## config.mk

```make
export PLATFORM = sky130hd
export DESIGN_NAME = pwig_top
export DESIGN_NICKNAME = d
export VERILOG_FILES = /design/src/hw/pwig_pkg.sv /design/src/hw/pwig_port_if.sv /design/src/hw/pwig_port.sv /design/src/hw/pwig_top.sv
export SDC_FILE = /design/constraint.sdc
export NUM_CORES = 1
export LEC_CHECK = 0
export BUFFER_PORTS_ARGS = -buffer_cell sky130_fd_sc_hd__buf_2
export CAP_MARGIN = 10
export CORE_UTILIZATION = 46
export CTS_BUF_LIST = sky130_fd_sc_hd__clkbuf_16
export DETAILED_ROUTE_END_ITERATION = 6
export PLACE_DENSITY = 0.75
export SLEW_MARGIN = 25
export SYNTH_ARGS = -nofsm -noshare
export SYNTH_HDL_FRONTEND = slang
export SYNTH_SLANG_ARGS = --single-unit
```

## constraint.sdc

```tcl
create_clock -name SYS_CLK_I -period 1.8 [get_ports SYS_CLK_I]
set_input_delay 0.18 -clock SYS_CLK_I [delete_from_list [all_inputs] [get_ports SYS_CLK_I]]
set_output_delay 0.18 -clock SYS_CLK_I [all_outputs]
set_load 0.1 [all_outputs]
```

## src/hw/pwig_pkg.sv

```systemverilog
// Purpose: constants for the per-port wake and interrupt gating block
// Assumes: three ports, ports 1 and 2 carry an integrated PHY, port 3 is MAC only
// Notes: register page is address bits 15:12, page value equals the port number
//
// Behaviour
// - magic-packet wake enable bit 2 lets a magic packet drive the power event pin
// - a magic packet counts only if its destination equals the switch MAC address
// - link-up wake enable bit 1 lets link establishment drive the power event pin
// - energy wake enable bit 0 lets cable energy drive the power event pin
// - link-up and energy enables work only on ports with an integrated PHY
// - a cleared enable blocks its detection from the pin; all enables reset to zero
// - status bit 1 is a read-only summary of PHY interrupts, PHY ports only
// - status bit 0 reads one when a rule filter counter entry raises its interrupt
// - rule filter status clears only by toggling its mask bit; status ignores writes
// - mask bits are inverted: zero enables, one disables; both reset to zero
// - rule filter mask exists on all ports, PHY mask acts only on PHY ports
// - status bits reach interrupt signalling only while enabled by their mask bit
// - each port holds write-one-to-clear wake event flags, set whatever the enables; the enables gate them onto the pin
package pwig_pkg;
   localparam int PWIG_NUM_PORTS = 3;
   localparam int PWIG_NUM_PHY_PORTS = 2;
   // address split
   localparam int PWIG_ADDR_W = 16;
   localparam int PWIG_PAGE_MSB = 15;
   localparam int PWIG_PAGE_LSB = 12;
   localparam int PWIG_OFS_W = 12;
   localparam int PWIG_DATA_W = 8;
   localparam logic [3:0] PWIG_GLOBAL_PAGE = 4'h0;
   // per-port register offsets
   localparam logic [11:0] PWIG_OFS_WAKE_EVENT = 12'h013;
   localparam logic [11:0] PWIG_OFS_WAKE_ENABLE = 12'h017;
   localparam logic [11:0] PWIG_OFS_IRQ_STATUS = 12'h01b;
   localparam logic [11:0] PWIG_OFS_IRQ_MASK = 12'h01f;
   // global registers
   localparam logic [11:0] PWIG_OFS_SUMMARY = 12'h010;
   localparam logic [11:0] PWIG_OFS_MAC0 = 12'h302;
   localparam int PWIG_MAC_BYTES = 6;
   // field positions
   localparam int PWIG_BIT_MAGIC = 2;
   localparam int PWIG_BIT_LINK = 1;
   localparam int PWIG_BIT_ENERGY = 0;
   localparam int PWIG_BIT_PHY_IRQ = 1;
   localparam int PWIG_BIT_RULE_IRQ = 0;
   localparam int PWIG_BIT_SUM_PME = 7;
   // reset values
   localparam logic [2:0] PWIG_WAKE_RST = 3'h0;
   localparam logic [1:0] PWIG_MASK_RST = 2'h0;
   localparam logic [7:0] PWIG_MAC_RST = 8'h00;
   localparam logic [7:0] PWIG_RDATA_RST = 8'h00;
endpackage

```

## src/hw/pwig_port_if.sv

```systemverilog
// Purpose: carrier between the top and one port slice
// Assumes: one clock domain, single-cycle strobes
// Notes: rdata is combinational; the top registers it
`timescale 1ns/10ps
`default_nettype none
interface pwig_port_if;
   // register access
   logic wr;
   logic [11:0] ofs;
   logic [7:0] wdata;
   logic [7:0] rdata;
   // detections
   logic magic_hit;
   logic link_up;
   logic energy;
   logic phy_irq;
   logic rule_irq;
   // contributions
   logic power_event_pin;
   logic irq;
   modport top (output wr, ofs, wdata, magic_hit, link_up, energy, phy_irq, rule_irq,
      input rdata, power_event_pin, irq);
   modport port (input wr, ofs, wdata, magic_hit, link_up, energy, phy_irq, rule_irq,
      output rdata, power_event_pin, irq);
endinterface
`default_nettype wire

```

## src/hw/pwig_port.sv

```systemverilog
// Purpose: wake and interrupt gating registers of one switch port
// Assumes: detections are one-cycle pulses from logic on the same clock
// Notes: HAS_PHY selects the PHY-only fields
`timescale 1ns/10ps
`default_nettype none
module pwig_port #(
   parameter bit HAS_PHY = 1'b1
) (
   // clock and reset
   input wire logic clk_i,
   input wire logic rstn_i,
   // top side
   pwig_port_if.port bus
);
   import pwig_pkg::*;

   logic [2:0] wake_event;
   logic [2:0] wake_enable;
   logic rule_status;
   logic [1:0] irq_mask;
   logic [1:0] irq_status;
   logic [2:0] set_event;
   logic [2:0] clr_event;
   logic [2:0] phy_keep;
   logic wr_event, wr_enable, wr_mask, rule_toggle;

   // write decode
   assign wr_event = bus.wr && (bus.ofs == PWIG_OFS_WAKE_EVENT);
   assign wr_enable = bus.wr && (bus.ofs == PWIG_OFS_WAKE_ENABLE);
   assign wr_mask = bus.wr && (bus.ofs == PWIG_OFS_IRQ_MASK);
   // bits that exist on this port; MAC-only port keeps just the magic packet bit
   assign phy_keep = HAS_PHY ? 3'h7 : 3'h4;

   // detections that set the sticky flags
   assign set_event[PWIG_BIT_MAGIC] = bus.magic_hit;
   assign set_event[PWIG_BIT_LINK] = bus.link_up && HAS_PHY;
   assign set_event[PWIG_BIT_ENERGY] = bus.energy && HAS_PHY;
   assign clr_event = wr_event ? bus.wdata[2:0] : 3'h0;

   // sticky wake flags, write one to clear, a new detection wins over the clear
   always_ff @(posedge clk_i) begin
      if (!rstn_i) begin
         wake_event <= PWIG_WAKE_RST;
      end else begin
         wake_event <= ((wake_event & ~clr_event) | set_event) & phy_keep;
      end
   end

   // wake enables
   always_ff @(posedge clk_i) begin
      if (!rstn_i) begin
         wake_enable <= PWIG_WAKE_RST;
      end else if (wr_enable) begin
         wake_enable <= bus.wdata[2:0] & phy_keep;
      end
   end

   // inverted-polarity mask; PHY mask bit only held on PHY ports
   always_ff @(posedge clk_i) begin
      if (!rstn_i) begin
         irq_mask <= PWIG_MASK_RST;
      end else if (wr_mask) begin
         irq_mask[PWIG_BIT_RULE_IRQ] <= bus.wdata[PWIG_BIT_RULE_IRQ];
         irq_mask[PWIG_BIT_PHY_IRQ] <= bus.wdata[PWIG_BIT_PHY_IRQ] && HAS_PHY;
      end
   end

   // rule filter status clears only on a change of its mask bit
   assign rule_toggle = wr_mask && (bus.wdata[PWIG_BIT_RULE_IRQ] != irq_mask[PWIG_BIT_RULE_IRQ]);
   always_ff @(posedge clk_i) begin
      if (!rstn_i) begin
         rule_status <= 1'b0;
      end else if (bus.rule_irq) begin
         rule_status <= 1'b1;
      end else if (rule_toggle) begin
         rule_status <= 1'b0;
      end
   end

   // status is read-only: PHY summary is a live level, no write path exists
   assign irq_status[PWIG_BIT_PHY_IRQ] = bus.phy_irq && HAS_PHY;
   assign irq_status[PWIG_BIT_RULE_IRQ] = rule_status;

   // contributions to the pin and to the interrupt line
   assign bus.power_event_pin = |(wake_event & wake_enable);
   assign bus.irq = |(irq_status & ~irq_mask);

   // read mux, reserved bits zero
   always_comb begin
      bus.rdata = 8'h00;
      case (bus.ofs)
         PWIG_OFS_WAKE_EVENT: bus.rdata = {5'h00, wake_event};
         PWIG_OFS_WAKE_ENABLE: bus.rdata = {5'h00, wake_enable};
         PWIG_OFS_IRQ_STATUS: bus.rdata = {6'h00, irq_status};
         PWIG_OFS_IRQ_MASK: bus.rdata = {6'h00, irq_mask};
         default: bus.rdata = 8'h00;
      endcase
   end
endmodule
`default_nettype wire

```

## src/hw/pwig_top.sv

```systemverilog
// Purpose: per-port wake and interrupt gating for a three-port switch
// Assumes: detection inputs come from logic on SYS_CLK_I; register port is single-cycle
// Notes: page 0 holds the switch MAC address and a summary; pages 1..3 are the ports
`timescale 1ns/10ps
`default_nettype none
module pwig_top (
   // clock and reset
   input wire logic SYS_CLK_I,
   input wire logic RSTN_I,
   // register port
   input wire logic [pwig_pkg::PWIG_ADDR_W-1:0] REG_ADDR_I,
   input wire logic [pwig_pkg::PWIG_DATA_W-1:0] REG_WDATA_I,
   input wire logic REG_WR_I,
   input wire logic REG_RD_I,
   output logic [pwig_pkg::PWIG_DATA_W-1:0] REG_RDATA_O,
   // detections, bit i is port i+1
   input wire logic [pwig_pkg::PWIG_NUM_PORTS-1:0] MAGIC_DET_I,
   input wire logic [pwig_pkg::PWIG_NUM_PORTS*48-1:0] MAGIC_DA_I,
   input wire logic [pwig_pkg::PWIG_NUM_PORTS-1:0] LINK_UP_I,
   input wire logic [pwig_pkg::PWIG_NUM_PORTS-1:0] ENERGY_I,
   input wire logic [pwig_pkg::PWIG_NUM_PORTS-1:0] PHY_IRQ_I,
   input wire logic [pwig_pkg::PWIG_NUM_PORTS-1:0] RULE_IRQ_I,
   // outputs to the host
   output logic POWER_EVENT_PIN_O,
   output logic IRQ_O
);
   import pwig_pkg::*;

   logic [3:0] page;
   logic [11:0] ofs;
   logic [7:0] mac_addr [PWIG_MAC_BYTES];
   logic [47:0] mac_flat;
   logic [PWIG_NUM_PORTS-1:0] port_pme;
   logic [PWIG_NUM_PORTS-1:0] port_irq;
   logic [7:0] port_rdata [PWIG_NUM_PORTS];
   logic [7:0] next_rdata;
   logic glob_wr;

   pwig_port_if port_bus [PWIG_NUM_PORTS] ();

   // address split
   assign page = REG_ADDR_I[PWIG_PAGE_MSB:PWIG_PAGE_LSB];
   assign ofs = REG_ADDR_I[PWIG_OFS_W-1:0];
   assign glob_wr = REG_WR_I && (page == PWIG_GLOBAL_PAGE);

   // switch MAC address bytes, byte 0 is the most significant
   always_ff @(posedge SYS_CLK_I) begin
      if (!RSTN_I) begin
         for (int b = 0; b < PWIG_MAC_BYTES; b++) begin
            mac_addr[b] <= PWIG_MAC_RST;
         end
      end else if (glob_wr) begin
         for (int b = 0; b < PWIG_MAC_BYTES; b++) begin
            if (ofs == PWIG_OFS_MAC0 + 12'(b)) begin
               mac_addr[b] <= REG_WDATA_I;
            end
         end
      end
   end
   assign mac_flat = {mac_addr[0], mac_addr[1], mac_addr[2],
      mac_addr[3], mac_addr[4], mac_addr[5]};

   // one slice per port; ports below the PHY count have an integrated PHY
   for (genvar i = 0; i < PWIG_NUM_PORTS; i++) begin : g_port
      assign port_bus[i].wr = REG_WR_I && (page == 4'(i + 1));
      assign port_bus[i].ofs = ofs;
      assign port_bus[i].wdata = REG_WDATA_I;
      // destination must match the switch address to count as a wake packet
      assign port_bus[i].magic_hit = MAGIC_DET_I[i] &&
         (MAGIC_DA_I[i*48 +: 48] == mac_flat);
      assign port_bus[i].link_up = LINK_UP_I[i];
      assign port_bus[i].energy = ENERGY_I[i];
      assign port_bus[i].phy_irq = PHY_IRQ_I[i];
      assign port_bus[i].rule_irq = RULE_IRQ_I[i];
      assign port_pme[i] = port_bus[i].power_event_pin;
      assign port_irq[i] = port_bus[i].irq;
      assign port_rdata[i] = port_bus[i].rdata;
      pwig_port #(
         .HAS_PHY(i < PWIG_NUM_PHY_PORTS)
      ) u_port (
         .clk_i(SYS_CLK_I),
         .rstn_i(RSTN_I),
         .bus(port_bus[i])
      );
   end

   // read select; unmapped addresses answer zero
   always_comb begin
      next_rdata = 8'h00;
      if (page == PWIG_GLOBAL_PAGE) begin
         if (ofs == PWIG_OFS_SUMMARY) begin
            next_rdata = {POWER_EVENT_PIN_O, 4'h0, port_irq};
         end
         for (int b = 0; b < PWIG_MAC_BYTES; b++) begin
            if (ofs == PWIG_OFS_MAC0 + 12'(b)) begin
               next_rdata = mac_addr[b];
            end
         end
      end else begin
         for (int p = 0; p < PWIG_NUM_PORTS; p++) begin
            if (page == 4'(p + 1)) begin
               next_rdata = port_rdata[p];
            end
         end
      end
   end

   // read data stand only in the cycle after the strobe
   always_ff @(posedge SYS_CLK_I) begin
      if (!RSTN_I) begin
         REG_RDATA_O <= PWIG_RDATA_RST;
      end else if (REG_RD_I) begin
         REG_RDATA_O <= next_rdata;
      end else begin
         REG_RDATA_O <= PWIG_RDATA_RST;
      end
   end

   // outputs registered so the pin never glitches on a decode change
   always_ff @(posedge SYS_CLK_I) begin
      if (!RSTN_I) begin
         POWER_EVENT_PIN_O <= 1'b0;
         IRQ_O <= 1'b0;
      end else begin
         POWER_EVENT_PIN_O <= |port_pme;
         IRQ_O <= |port_irq;
      end
   end
endmodule
`default_nettype wire

```

After elaboration in Yosys (flattened, before gate mapping) --
Memory sizes are Yosys's and may differ from the RTL's. Cells that the tools add are included.
Operators by class: eq/ne operators 20, mux-type cells 54, bitwise gates (word level) 24, reduce and logical (&&, ||, !) cells 29
Operator list (count):
- $eq 48x48->1 | 3
- $mux 8 | 17
- $eq 12x10->1 const B | 6
- $eq 12x5->1 const B | 5
- $pmux 3 s4 | 3
- $mux 1 | 31
- $logic_and 1x1->1 | 19
- $and 3x3->3 | 6
- $mux 3 | 3
- $not 3->3 | 3
- $or 3x3->3 | 3
- $reduce_or 9->1 | 1
- $eq 4x2->1 const B | 2
- $or 1x1->1 | 6
- $reduce_bool 2->1 | 3
- $reduce_or 2->1 | 3
- $reduce_or 6->1 | 1
- $and 2x2->2 | 2
- $eq 4x1->1 const B | 1
- $logic_not 4->1 | 1
- $not 2->2 | 2
- $ne 1x1->1 | 3
- $and 1x2->2 | 1
- $not 1->2 | 1
- $reduce_and 2->1 | 1
Storage, ports and cells: register bits after elaboration 34, RAM bits 48, output and inout port bits 10, word-level logic and storage cells 144, memories 1
Memories:
- mac_addr | depth 6, bits a word 8, read ports 6, clocked after memory_dff 0, wr ports 6, RTL line pwig_top.sv:31 | logic [7:0] mac_addr [PWIG_MAC_BYTES];

Longest topological paths before layout --
depth after elaboration 11, depth in mapped cells 7, gate-level depth less buffers 5

Hierarchy --
Synthesis repeated with hierarchy kept, for this count alone.
Unflattened totals: cells, all modules 637, area total of the unflattened synthesis 6054.6 um^2
Modules (own cells, without submodules):
- pwig_top | instances 1, cells an instance 472, area an instance 4531.8 um^2, sequential area each 1641.6 um^2
- pwig_port (g_port[0].u_port ...) | instances 2, cells an instance 63, area an instance 585.6 um^2, sequential area each 180.2 um^2
- pwig_port (g_port[2].u_port) | instances 1, cells an instance 39, area an instance 351.6 um^2, sequential area each 80.1 um^2

Worst setup path before layout --
Ideal clock, no wire load.
path type input to register, start input port REG_ADDR_I[4] in the netlist's numbering, end memory mac_addr[2][0] (enable), setup time 384 ps, arrival time 1572 ps, required time 1416 ps, setup slack -156 ps, stages on the path 6, buffers on the path 2, path through and4bb_2 buf_6 and3_1 buf_2 nand2_1 o21ai_0
RTL lines:
- from (decl) | RTL line pwig_top.sv:11 | input wire logic [pwig_pkg::PWIG_ADDR_W-1:0] REG_ADDR_I,
- to (decl) | RTL line pwig_top.sv:31

==> run metrics <==
status=finished with violations; failing checks=setup timing; cts bufs inserted=9; setup repair after global routing missed its margin=yes; port bufs=193; max cap viols=0; drc violations=0; Psw=1.53 mW; combinational power share=21.5%; count leader, synth=xor2_1; worst min-delay path startpoint=RULE_IRQ_I[0]; synth warn=0; initial core utilization=47.4%; Reg-to-Reg Start=mac_addr[4][6]; crit-path most repeated cell=nand4_1; Layout area overhead=40.1%; fillers=995; Final ANT Viol Nets=0; worst vdd ir=0.000525 V; worst-path fanout max=4; #FFs+latches synth=80; clock root buffer=clkbuf_16; Leakage=3.29 nW; min cycle time layout=1.89 ns; reg2reg path depth=6; Finish-stage setup viols=2; Post-CTS Hold Buffers=0; WP data arrival=2.17 ns; Cells after Synth=606; syn nets=793; fin nets=1075; pwr dens=646 nW/um^2; Clk pwr share=37.8%; critical path's slowest cell=edfxtp_1; hold_ws=0.0369 ns; Placer Congestion=0.969; total track usage=38.3%; chip height=113 um; Vias/cell=5.86; area of the multi-input gates=3580 um^2; Die Span X=113 um; Fin. Hold Viols=0; core area=12100 um^2; vias=6215; final WL=24400 um; DR iter-0 viols=751; FP Rows=40; number of detailed-route iterations in the first pass=5; synth top area cells=edfxtp_1 25%, dfxtp_1 11%, xor2_1 11%; diode count=0; first-pass GRT wire length=35800 um; Seq/Total Area, Yosys=36.4%; slew margin rel.=60.7%; Achievable Freq=0.528 GHz; clock buffer depth=2; Reg clk slew, reported paths=0.07 ns; pin count of the biggest net entering global routing=17; hold path depth=2; cell internal pwr=3.65 mW; switch share=29.6%; H-tree Lvls=3; Min-Delay Endpoint=g_port[0].u_port.rule_status; crit share post-route=105%; fin. max-slew vios=0; fin area=8010 um^2; Worst-Margin Slew=0.587 ns; CP Cell Sequence=xnor2_1 > nand4_1 > nor4_2 > buf_4 > nand4_1 > o21ai_1; post-placement cell area=7410 um^2; commonest cells in the synthesized netlist=73 x xor2_1, 55 x xnor2_1, 50 x and2_1; layout cells sized above 1=40.0%; Die ar.=12900 um^2; CP required=2.08 ns; R2R Setup Slk=-0.09 ns; top_reg_cell synth=edfxtp_1; GRT overflow=0; CTS tree=built; Async SR Flop Fraction=0%; Post-synth EDFFs=48; critical path endpoint category=flip-flop; critical setup path kind=reg -> reg; Yosys cell types=69; reg2reg end=g_port[2].u_port.wake_event[2]; Mapped Area=5720 um^2; clock sink total=80; wire per inst=23.0 um; worst setup margin=-0.0938 ns; Reg area=2080 um^2; clock skew=0.00457 ns; Worst setup SP type=flip-flop; max incr delay on CP=0.52 ns; Top Ports=197; vias in the first global route=6013; Seq pwr share=40.6%; dpl hpwl=19700 um; Syn Area/Cell=9.43 um^2; antenna violations before repair=0; largest area contributor in the netlist=edfxtp_1; clock latency on the worst-skew pair=0.35 ns; Hold WC Path Type=in -> reg; share of the synthesized area in the top cell type=25.2%
[power groups by stage]
stage                     Sequential [mW]  Combinational [mW]  Clock (mW)
after CTS                            2.10                1.06        1.95
after global placement               2.14               0.986           0
after floorplan                      2.13               0.439           0
after global routing                 2.11                1.18        2.02
final                                2.10                1.11        1.96
after detailed placement             2.15                1.00           0
[kinds of logic (layout without fill, tap and decap cells)]
logic type,count (synthesis),in the layout,synth area share [%]
simple gates,214,214,22.6
xor+xnor,128,128,19.6
compound gates,118,118,13.7
flops,80,80,36.4
buf+inv,47,334,3.59
mux,19,19,4.11
[critical path: cells and delay by family, from the launching register on]
kind | cells | cell delay [ns]
xor gates and xnor gates | 1 | 0.21
DFF | 1 | 0.52
and+or+nand+nor | 3 | 0.69
AOI/OAI and AO/OA | 1 | 0.21
buffers and inverters | 1 | 0.18
[layer usage]
metal / wire (um) / vias to the layer above / track usage [%]
met1: 10100 / 2931 / 54.0
met4: 734 / 0 / 14.6
li1: - / 2774 / -
met3: 2800 / 55 / 7.01
met5: 0 / - / 0
met2: 10800 / 455 / 58.4
[cell usage in the layout, fill, tap and decap left out, types with 7 or more instances in the layout]
| master | n |
|---|---|
| buf_2 | 193 |
| buf_4 | 93 |
| xor2_1 | 73 |
| and2_1 | 50 |
| xnor2_1 | 49 |
| edfxtp_1 | 48 |
| dfxtp_1 | 32 |
| nor2_1 | 29 |
| inv_1 | 26 |
| nand4_1 | 26 |
| nand2_1 | 23 |
| o21ai_0 | 22 |
| a21oi_1 | 21 |
| nor4_1 | 13 |
| nand3_1 | 12 |
| nor4_2 | 11 |
| mux2i_1 | 10 |
| o21ai_1 | 9 |
| clkbuf_16 | 9 |
| nand2b_1 | 8 |
| a22oi_1 | 8 |
| o22ai_1 | 8 |
| nor3_2 | 7 |
[worst max-delay path by stage]
stage                   start  cells after the start                        endpoint  slack, ns
6_report       mac_addr[4][6]                      6  g_port[2].u_port.wake_event[2]      -0.09
3_3_place_gp   mac_addr[2][6]                      7  g_port[2].u_port.wake_event[2]      -0.14
2_1_floorplan   REG_ADDR_I[3]                      4                  mac_addr[1][0]       0.02
3_5_place_dp   mac_addr[2][6]                      7  g_port[2].u_port.wake_event[2]      -0.20
4_1_cts        mac_addr[4][1]                      6  g_port[2].u_port.wake_event[2]      -0.06
5_1_grt        mac_addr[4][1]                      6  g_port[2].u_port.wake_event[2]      -0.13
[state kept, by name, summed over array words and instances (netlist names)]
register and cells:
IRQ_O 1, POWER_EVENT_PIN_O 1, REG_RDATA_O 8, g_port.u_port.irq_mask 5, g_port.u_port.rule_status 3, g_port.u_port.wake_enable 7, g_port.u_port.wake_event 7, mac_addr 48
[stage by stage]
step / total power [mW] / instances / setup slack, ns / TNS, ns / utilization, %
after CTS: 5.11 / 1060 / -0.0625 / -0.0625 / 65.6
after detailed placement: 3.15 / 1029 / -0.198 / -0.846 / 61.5
after floorplan: 2.57 / 606 / 0.0205 / 0 / -
after global placement: 3.13 / 1029 / -0.139 / -0.797 / 61.5
after global routing: 5.31 / 1061 / -0.129 / -0.212 / 66.4
final: 5.18 / 1061 / -0.0938 / -0.124 / 66.4
[cell type report]
cell class | instances | area share, %
well taps | 168 | 2.62
inverters | 26 | 1.22
repair buffers | 292 | 21.6
multi-input cells | 479 | 44.7
clock inverters | 7 | 1.06
clock buffers | 9 | 2.81
flip-flops and latches | 80 | 26.0
[timing repair]
item                                    CTS  global route
endpoints found under the setup margin    3             4
cloned                                    0             0
resized for setup                        12            16
setup buffers                            15             3
pin swaps                                 6            13
Power figures use the tool's default switching activity.
